## src/rtl/asrc_pkg.sv

```systemverilog
// package: register map, canned debug values and request carrier for the status and remote-control bank
`default_nettype none
package asrc_pkg;

	localparam int          ADDR_W = 20;
	localparam int          DATA_W = 16;

	localparam logic [19:0] ADDR_DEBUG       = 20'h0afc8;
	localparam logic [19:0] ADDR_ALARM       = 20'h0c30a;
	localparam logic [19:0] ADDR_OP_STATE    = 20'h0c30b;
	localparam logic [19:0] ADDR_STANDBY     = 20'h0c30d;
	localparam logic [19:0] ADDR_MARKER      = 20'h0c30e;
	localparam logic [19:0] ADDR_RANGE       = 20'h0c30f;
	localparam logic [19:0] ADDR_STREAM      = 20'h0c310;
	localparam logic [19:0] ADDR_FAULT_FIRST = 20'h0c31e;
	localparam logic [19:0] ADDR_FAULT_LAST  = 20'h0c32e;
	localparam logic [19:0] ADDR_COMMAND     = 20'h79e84;

	localparam int          FAULT_WORDS   = 16;
	localparam logic [3:0]  FAULT_LAST_IX = 4'hf;

	localparam logic [15:0] MAX_COMMAND = 16'h0007;
	localparam logic [15:0] MAX_STANDBY = 16'h0001;
	localparam logic [15:0] MAX_RANGE   = 16'h0003;
	localparam logic [15:0] MAX_STREAM  = 16'h007f;
	localparam logic [15:0] MAX_DEBUG   = 16'h0001;

	localparam logic [2:0]  RESET_COMMAND = 3'h0;
	localparam logic        RESET_STANDBY = 1'b0;
	localparam logic [1:0]  RESET_RANGE   = 2'h0;
	localparam logic [5:0]  RESET_STREAM  = 6'h00;
	localparam logic        RESET_DEBUG   = 1'b0;

	// canned contents are arbitrary but fixed patterns for host-side testing
	localparam logic [15:0] CANNED_ALARM  = 16'h0005;
	localparam logic [15:0] CANNED_OP     = 16'h0011;
	localparam logic [15:0] CANNED_MARKER = 16'h0001;
	localparam logic [15:0] CANNED_FAULT  = 16'h8001;

	typedef enum logic [2:0] {
		ASRC_CMD_NONE,
		ASRC_CMD_STOP,
		ASRC_CMD_ANALYSIS,
		ASRC_CMD_ZERO_CAL,
		ASRC_CMD_ZERO_CHECK,
		ASRC_CMD_SPAN_CAL,
		ASRC_CMD_SPAN_CHECK,
		ASRC_CMD_PURGE_ZERO
	} asrc_cmd_t;

	typedef struct packed {
		logic              we;
		logic [19:0]       addr;
		logic [15:0]       wdata;
	} asrc_req_t;

	typedef struct packed {
		logic              standby;
		logic              standby_fit;
		logic              maint;
		logic [1:0]        range;
		logic              range_fit;
		logic [5:0]        stream;
	} asrc_pins_t;

endpackage : asrc_pkg
`default_nettype wire

```

## src/rtl/asrc_regs.sv

```systemverilog
// status and remote-control register bank with discrete line merging
`timescale 1ns/1ps
`default_nettype none
module asrc_regs #(
	parameter int FAULT_WORDS = asrc_pkg::FAULT_WORDS
) (
	input  wire logic                      clk_i,
	input  wire logic                      rst_i,
	input  wire logic                      req_valid_i,
	input  wire asrc_pkg::asrc_req_t       req_i,
	output logic                           ack_o,
	output logic                           err_o,
	output logic [15:0]                    rdata_o,
	input  wire logic [3:0]                alarm_flags_i,
	input  wire logic [3:0]                op_mode_i,
	input  wire logic [FAULT_WORDS*16-1:0] fault_codes_i,
	input  wire logic                      cycle_sync_i,
	input  wire logic                      maint_switch_i,
	input  wire logic                      standby_line_i,
	input  wire logic                      standby_fitted_i,
	input  wire logic [1:0]                range_lines_i,
	input  wire logic                      range_fitted_i,
	output logic [1:0]                     range_lines_o,
	output logic                           range_lines_oe_o,
	input  wire logic [5:0]                stream_lines_i,
	output logic                           standby_req_o,
	output logic [1:0]                     range_sel_o,
	output logic [5:0]                     stream_sel_o,
	output logic                           cmd_valid_o,
	output asrc_pkg::asrc_cmd_t            cmd_code_o
);
	asrc_pkg::asrc_pins_t pins_raw;
	asrc_pkg::asrc_pins_t pins_s;

	logic [2:0]  cmd_q;
	logic        stby_q;
	logic [1:0]  range_q;
	logic [5:0]  stream_q;
	logic        dbg_q;
	logic        cmd_valid_q;
	asrc_pkg::asrc_cmd_t cmd_code_q;
	logic        ack_q;
	logic        err_q;
	logic [15:0] rdata_q;
	logic [15:0] rd_d;
	logic        hit_d;
	logic [4:0]  fidx;
	logic [15:0] fault_word;
	logic        wr;
	logic        rd;
	logic [15:0] op_word;

	assign wr = req_valid_i && req_i.we;
	assign rd = req_valid_i && !req_i.we;

	// fault word index; the slot before the last address is a gap
	function automatic logic [4:0] fault_slot(input logic [19:0] a);
		logic [19:0] off;
		off = a - asrc_pkg::ADDR_FAULT_FIRST;
		if (a == asrc_pkg::ADDR_FAULT_LAST)
			fault_slot = {1'b1, asrc_pkg::FAULT_LAST_IX};
		else if (a >= asrc_pkg::ADDR_FAULT_FIRST && off < 20'(FAULT_WORDS - 1))
			fault_slot = {1'b1, off[3:0]};
		else
			fault_slot = 5'h00;
	endfunction : fault_slot

	function automatic logic in_range(input logic [15:0] v, input logic [15:0] lim);
		in_range = (v <= lim);
	endfunction : in_range

	assign pins_raw = '{standby: standby_line_i, standby_fit: standby_fitted_i,
		maint: maint_switch_i, range: range_lines_i, range_fit: range_fitted_i,
		stream: stream_lines_i};

	asrc_sync #(
		.W ($bits(asrc_pkg::asrc_pins_t))
	) u_sync (
		.clk_i (clk_i),
		.rst_i (rst_i),
		.d_i   (pins_raw),
		.q_o   (pins_s)
	);

	assign fidx = fault_slot(req_i.addr);

	asrc_fault_mux #(
		.WORDS (FAULT_WORDS)
	) u_fault (
		.codes_i (fault_codes_i),
		.idx_i   (fidx[3:0]),
		.word_o  (fault_word)
	);

	// effective selections merged with discrete lines
	assign standby_req_o = stby_q | (pins_s.standby_fit & pins_s.standby);
	assign stream_sel_o  = stream_q | pins_s.stream;
	assign range_sel_o   = (range_q == 2'h0 && pins_s.range_fit) ? pins_s.range : range_q;
	assign range_lines_oe_o = !pins_s.range_fit;
	assign range_lines_o    = range_q;

	assign op_word = {10'h000, pins_s.maint, standby_req_o, op_mode_i};

	// writable registers; out-of-range values leave the old contents
	always_ff @(posedge clk_i or posedge rst_i) begin
		if (rst_i) begin
			stby_q <= asrc_pkg::RESET_STANDBY;
		end else if (wr && req_i.addr == asrc_pkg::ADDR_STANDBY
				&& in_range(req_i.wdata, asrc_pkg::MAX_STANDBY)) begin
			stby_q <= req_i.wdata[0];
		end
	end

	always_ff @(posedge clk_i or posedge rst_i) begin
		if (rst_i) begin
			range_q <= asrc_pkg::RESET_RANGE;
		end else if (wr && req_i.addr == asrc_pkg::ADDR_RANGE
				&& in_range(req_i.wdata, asrc_pkg::MAX_RANGE)) begin
			range_q <= req_i.wdata[1:0];
		end
	end

	// bit 6 is accepted by the range check but has no stream behind it
	always_ff @(posedge clk_i or posedge rst_i) begin
		if (rst_i) begin
			stream_q <= asrc_pkg::RESET_STREAM;
		end else if (wr && req_i.addr == asrc_pkg::ADDR_STREAM
				&& in_range(req_i.wdata, asrc_pkg::MAX_STREAM)) begin
			stream_q <= req_i.wdata[5:0];
		end
	end

	always_ff @(posedge clk_i or posedge rst_i) begin
		if (rst_i) begin
			dbg_q <= asrc_pkg::RESET_DEBUG;
		end else if (wr && req_i.addr == asrc_pkg::ADDR_DEBUG
				&& in_range(req_i.wdata, asrc_pkg::MAX_DEBUG)) begin
			dbg_q <= req_i.wdata[0];
		end
	end

	// command: one pulse per accepted nonzero write, held value reads back
	always_ff @(posedge clk_i or posedge rst_i) begin
		if (rst_i) begin
			cmd_q       <= asrc_pkg::RESET_COMMAND;
			cmd_valid_q <= 1'b0;
			cmd_code_q  <= asrc_pkg::ASRC_CMD_NONE;
		end else begin
			cmd_valid_q <= 1'b0;
			if (wr && req_i.addr == asrc_pkg::ADDR_COMMAND
					&& in_range(req_i.wdata, asrc_pkg::MAX_COMMAND)) begin
				cmd_q <= req_i.wdata[2:0];
				if (req_i.wdata[2:0] != 3'h0) begin
					cmd_valid_q <= 1'b1;
					cmd_code_q  <= asrc_pkg::asrc_cmd_t'(req_i.wdata[2:0]);
				end
			end
		end
	end

	assign cmd_valid_o = cmd_valid_q;
	assign cmd_code_o  = cmd_code_q;

	// read decode; read-only registers swallow writes without effect
	always_comb begin
		rd_d  = 16'h0000;
		hit_d = 1'b1;
		if (fidx[4]) begin
			rd_d = dbg_q ? asrc_pkg::CANNED_FAULT : fault_word;
		end else begin
			case (req_i.addr)
				asrc_pkg::ADDR_ALARM:    rd_d = dbg_q ? asrc_pkg::CANNED_ALARM : {12'h000, alarm_flags_i};
				asrc_pkg::ADDR_OP_STATE: rd_d = dbg_q ? asrc_pkg::CANNED_OP : op_word;
				asrc_pkg::ADDR_MARKER:   rd_d = dbg_q ? asrc_pkg::CANNED_MARKER : {15'h0000, cycle_sync_i};
				asrc_pkg::ADDR_STANDBY:  rd_d = {15'h0000, stby_q};
				asrc_pkg::ADDR_RANGE:    rd_d = {14'h0000, range_q};
				asrc_pkg::ADDR_STREAM:   rd_d = {10'h000, stream_q};
				asrc_pkg::ADDR_DEBUG:    rd_d = {15'h0000, dbg_q};
				asrc_pkg::ADDR_COMMAND:  rd_d = {13'h0000, cmd_q};
				default:                 hit_d = 1'b0;
			endcase
		end
	end

	// every request is answered on the next edge, ack or err
	always_ff @(posedge clk_i or posedge rst_i) begin
		if (rst_i) begin
			ack_q   <= 1'b0;
			err_q   <= 1'b0;
			rdata_q <= 16'h0000;
		end else begin
			ack_q <= req_valid_i && hit_d;
			err_q <= req_valid_i && !hit_d;
			if (rd && hit_d)
				rdata_q <= rd_d;
		end
	end

	assign ack_o   = ack_q;
	assign err_o   = err_q;
	assign rdata_o = rdata_q;
endmodule : asrc_regs
`default_nettype wire

```

## src/rtl/asrc_sync.sv

```systemverilog
// two-flop synchroniser for a bundle of discrete input lines
`timescale 1ns/1ps
`default_nettype none
module asrc_sync #(
	parameter int W = 12
) (
	input  wire logic         clk_i,
	input  wire logic         rst_i,
	input  wire logic [W-1:0] d_i,
	output logic      [W-1:0] q_o
);
	logic [W-1:0] meta_q;
	logic [W-1:0] sync_q;

	// first stage read only by the second
	always_ff @(posedge clk_i or posedge rst_i) begin
		if (rst_i) begin
			meta_q <= '0;
			sync_q <= '0;
		end else begin
			meta_q <= d_i;
			sync_q <= meta_q;
		end
	end

	assign q_o = sync_q;
endmodule : asrc_sync
`default_nettype wire

```

## src/rtl/asrc_fault_mux.sv

```systemverilog
// selects one sixteen-code word out of the fault code vector
`timescale 1ns/1ps
`default_nettype none
module asrc_fault_mux #(
	parameter int WORDS = 16
) (
	input  wire logic [WORDS*16-1:0] codes_i,
	input  wire logic [3:0]          idx_i,
	output logic      [15:0]         word_o
);
	// code n sits at vector bit n-1, so word k holds codes 16k+1 .. 16k+16
	always_comb begin
		word_o = codes_i[idx_i*16 +: 16];
	end
endmodule : asrc_fault_mux
`default_nettype wire

```

## config.mk

```make
export PLATFORM = sky130hd
export DESIGN_NAME = asrc_regs
export DESIGN_NICKNAME = d
export VERILOG_FILES = /design/src/rtl/asrc_pkg.sv /design/src/rtl/asrc_regs.sv /design/src/rtl/asrc_sync.sv /design/src/rtl/asrc_fault_mux.sv
export SDC_FILE = /design/constraint.sdc
export NUM_CORES = 1
export LEC_CHECK = 0
export ABC_AREA = 1
export ABC_CLOCK_PERIOD_IN_PS = 4510
export BUFFER_PORTS_ARGS = -buffer_cell sky130_fd_sc_hd__buf_4
export CELL_PAD_IN_SITES_DETAIL_PLACEMENT = 0
export CELL_PAD_IN_SITES_GLOBAL_PLACEMENT = 1
export CORE_MARGIN = 3
export CORE_UTILIZATION = 31
export CTS_CLUSTER_DIAMETER = 150
export CTS_CLUSTER_SIZE = 40
export DETAILED_ROUTE_END_ITERATION = 10
export GPL_TIMING_DRIVEN = 0
export PLACE_DENSITY = 0.95
export SLEW_MARGIN = 10
export SYNTH_ARGS = -nofsm -noshare
export SYNTH_HDL_FRONTEND = slang
export SYNTH_SLANG_ARGS = --single-unit
```

## constraint.sdc

```tcl
create_clock -name clk_i -period 4.51 [get_ports clk_i]
set_clock_uncertainty 0.05 [all_clocks]
set_input_delay 0.2255 -clock clk_i [delete_from_list [all_inputs] [get_ports clk_i]]
set_output_delay 0.2255 -clock clk_i [all_outputs]
set_load 0.02 [all_outputs]
```

==> metrics.cfg <==
[route]
routed_wl_um=29960
drtIter0Drc=542
drtAntennaViolNets=0
route.vias.total=8797
avgViaCountPerCell=5.062
drc=0
avgRoutedWirePerCell_um=17.24
first_pass_iters=5

[placed_design]
gp_congestion=0.9173
place_inst=1708
dp_hpwl_um=24490
place_ws_ns=1.276
numPortBuffers=346

[global_routing]
grt_pass1_vias=8423
grt_usage_pct=25.45
antenna_found_initial=1
grt_pass1_wl_um=44950
grt_max_degree=32
overflow=0

[finish]
drive_gt1_share_pct=30.84
synthToLayoutAreaGrowth_pct=53.86
final-seq-area_um2=1476
nets=1785
final_cell_mix=353 x nand2_1, 353 x buf_4, 315 x nand3_1
multi_input_area_um2=4163
fill_cells=2108
layout.cells.non_filler=1738

[logic_synthesis]
synth-main-ff-cell=dfrtp_1
synth-simple-area-share_pct=60.02
synth-seq-cells=59
synthCells=1096
netlist_area_um2=6312
synth_compound_area_share_pct=4.757
async_reset_ff_share_pct=100.0
synth-edff-count=0
ys_types=46
yosys.area_share.adder_pct=0.1982
synth_top_family_by_area=simple AND/OR/NAND/NOR gates
synth_warnings=0
ys_seq_area_share_pct=23.39
syn_nets=1414
synth_xor_area_share_pct=0.2775
avgSynthCellArea_um2=5.759
synthMuxAreaShare_pct=0.6938

[sta]
whs_ns=0.09598
min_period_over_period_pct=65.24
setup_slack_ns=1.568
fmax_mhz=339.9
setup_tns_ns=0
rsz0062_at_grt=no
final-hold-violation-count=0
tightestPinTransition_ns=0.6100
finalSetupViolations=0
drv_slew=0
maxSlewHeadroom_pct=59.27
period_minus_slack_ns=2.942

[clocking]
h-tree-depth=3
postCtsSetupRepairBufs=0
clock_latency_ns=0.33
cts_root_buffer=clkbuf_16
cts_sinks=59
cts_tree=yes
numCtsBuffers=9
cts.clk_slew.worst_paths_ns=0.05
clockBufferDepth=2
cts-resized-gates=0

[critical_path]
crit_path_frequent_cell=nand3_1
reg2regPathDepth=5
crit_path_end_kind=flop
critical_path_class=in2reg
startpoint_type=input port
worstPathCellList=buf_4, nor2_1, nand2_1, nor2_2, nand2_1, nor2_1, nand2_1, nand2_1, inv_1, nand3_1, nor2_4, a21oi_4, clkbuf_1, nand3_1, nand3_1, nand3_1, nand3_1, a21oi_1
slowest_delay_ns=0.43
worstReg2RegEnd=rdata_o[0]$_DFFE_PP0P_
worstPathRequired_ns=4.66
crit_arrival_ns=3.10
rr_startpoint=dbg_q$_DFFE_PP0P_
crit_fanout=10
reg2reg_setup_slack_ns=2.87
critPathLaunch=req_i[33]
cp-endpoint=rdata_o[4]$_DFFE_PP0P_
crit_slowest_cell=clkbuf_1

[power]
p_per_area_nw_per_um2=176.4
power_uw=1713
leakage_uw=0.005179
irDropWorstVdd_mv=0.3114

[floorplan]
num_io_pins=351
die_h_um=148.7
dieWidth_um=148.7
rows=51
core_area_um2=19720
start_util_pct=32.01
dieArea_um2=22110

[outcome]
status=finished, final reports clean

[min_path]
hold_class=in2reg

[flow_run]
cap_violations=0

[cell families after synthesis]
family          count (synthesis)
simple gates                  830
buf+inv                       151
flops                          59
compound gates                 49
mux                             4
xor+xnor                        2
fa+ha+maj                       1
[cells in the mapped netlist (2+ instances only)]
master / number / share of area, %
a211oi_1: 2 / 0.24
a21boi_1: 2 / 0.24
a21oi_1: 11 / 0.87
a22o_1: 2 / 0.28
a22oi_1: 3 / 0.36
buf_2: 21 / 1.7
buf_4: 7 / 0.83
buf_6: 7 / 1.2
clkbuf_1: 16 / 0.95
clkinv_1: 2 / 0.12
dfrtp_1: 59 / 23
inv_1: 85 / 5.1
inv_2: 11 / 0.65
mux2_2: 3 / 0.54
nand2_1: 353 / 21
nand2_2: 12 / 1.2
nand3_1: 315 / 25
nand3_2: 3 / 0.48
nand3b_1: 9 / 1.1
nand4_1: 15 / 1.5
nor2_1: 75 / 4.5
nor2_2: 4 / 0.40
nor2_4: 4 / 0.71
nor3_1: 9 / 0.71
nor3_2: 2 / 0.32
nor4_1: 11 / 1.1
o211ai_1: 2 / 0.24
o21ai_0: 19 / 1.5
o21ai_1: 3 / 0.24
or2_1: 2 / 0.20
or2_2: 12 / 1.2
[critical path: cells and delay by family]
kind            cells  cell delay, ns
simple gates       13            1.78
buf+inv             3            0.61
compound gates      2            0.47
[layer usage]
layer  share of wire (%)  wire length (um)  global-route usage (%)  vias to the layer above
met4                 2.2               671                   6.051                        0
met2                  49             14750                   44.62                      377
li1                    -                 -                       -                     4364
met3                 7.7              2296                   4.966                       41
met5                   0                 0                       0                        -
met1                  41             12240                   32.28                     4015
[layout make-up]
| type | instances | area share (%) |
|---|---|---|
| sequential | 59 | 15.20 |
| clock buffer | 10 | 2.358 |
| inverter | 99 | 3.839 |
| buffer | 52 | 3.092 |
| clock inverter | 6 | 0.9147 |
| antenna | 1 | 0.02577 |
| timing repair buffer | 360 | 28.29 |
| multi-input combinational | 886 | 42.86 |
| tap | 265 | 3.414 |
[stage by stage]
step           instance area [um^2]  utilization (%)
6_report                       9712            49.25
5_1_grt                        9712            49.25
4_1_cts                        9709            49.24
3_5_place_dp                   9261            46.97
3_3_place_gp                   9241            46.87
2_1_floorplan                  6312                -
[registers in the layout, summed over array words and instances, names as in the netlist, 2 cells and up]
signal         count
cmd_code_o         3
cmd_q              3
range_lines_o      2
rdata_o           16
stream_q           6
u_sync.meta_q     12
u_sync.q_o        12
[power by group]
part	switching [uW]	internal (uW)
logic	194	247
clock network	244	484
registers	2.84	541
[how the worst min path moves through the flow]
stage | to | startpoint | cells past startpoint
after floorplan | u_sync.meta_q[0]$_DFF_PP0_ | stream_lines_i[0] | 0
after global placement | u_sync.q_o[0]$_DFF_PP0_ | u_sync.meta_q[0]$_DFF_PP0_ | 0
after detailed placement | u_sync.q_o[11]$_DFF_PP0_ | rst_i | 2
after CTS | stream_q[4]$_DFFE_PP0P_ | req_i[4] | 2
after global routing | stream_q[4]$_DFFE_PP0P_ | req_i[4] | 2
final | stream_q[4]$_DFFE_PP0P_ | req_i[4] | 2
[timing repair]
item,CTS,global route
setup endpoints to repair,0,0
endpoints found under the hold margin,40,0
hold buffers,13,0
Power figures use the tool's default switching activity.
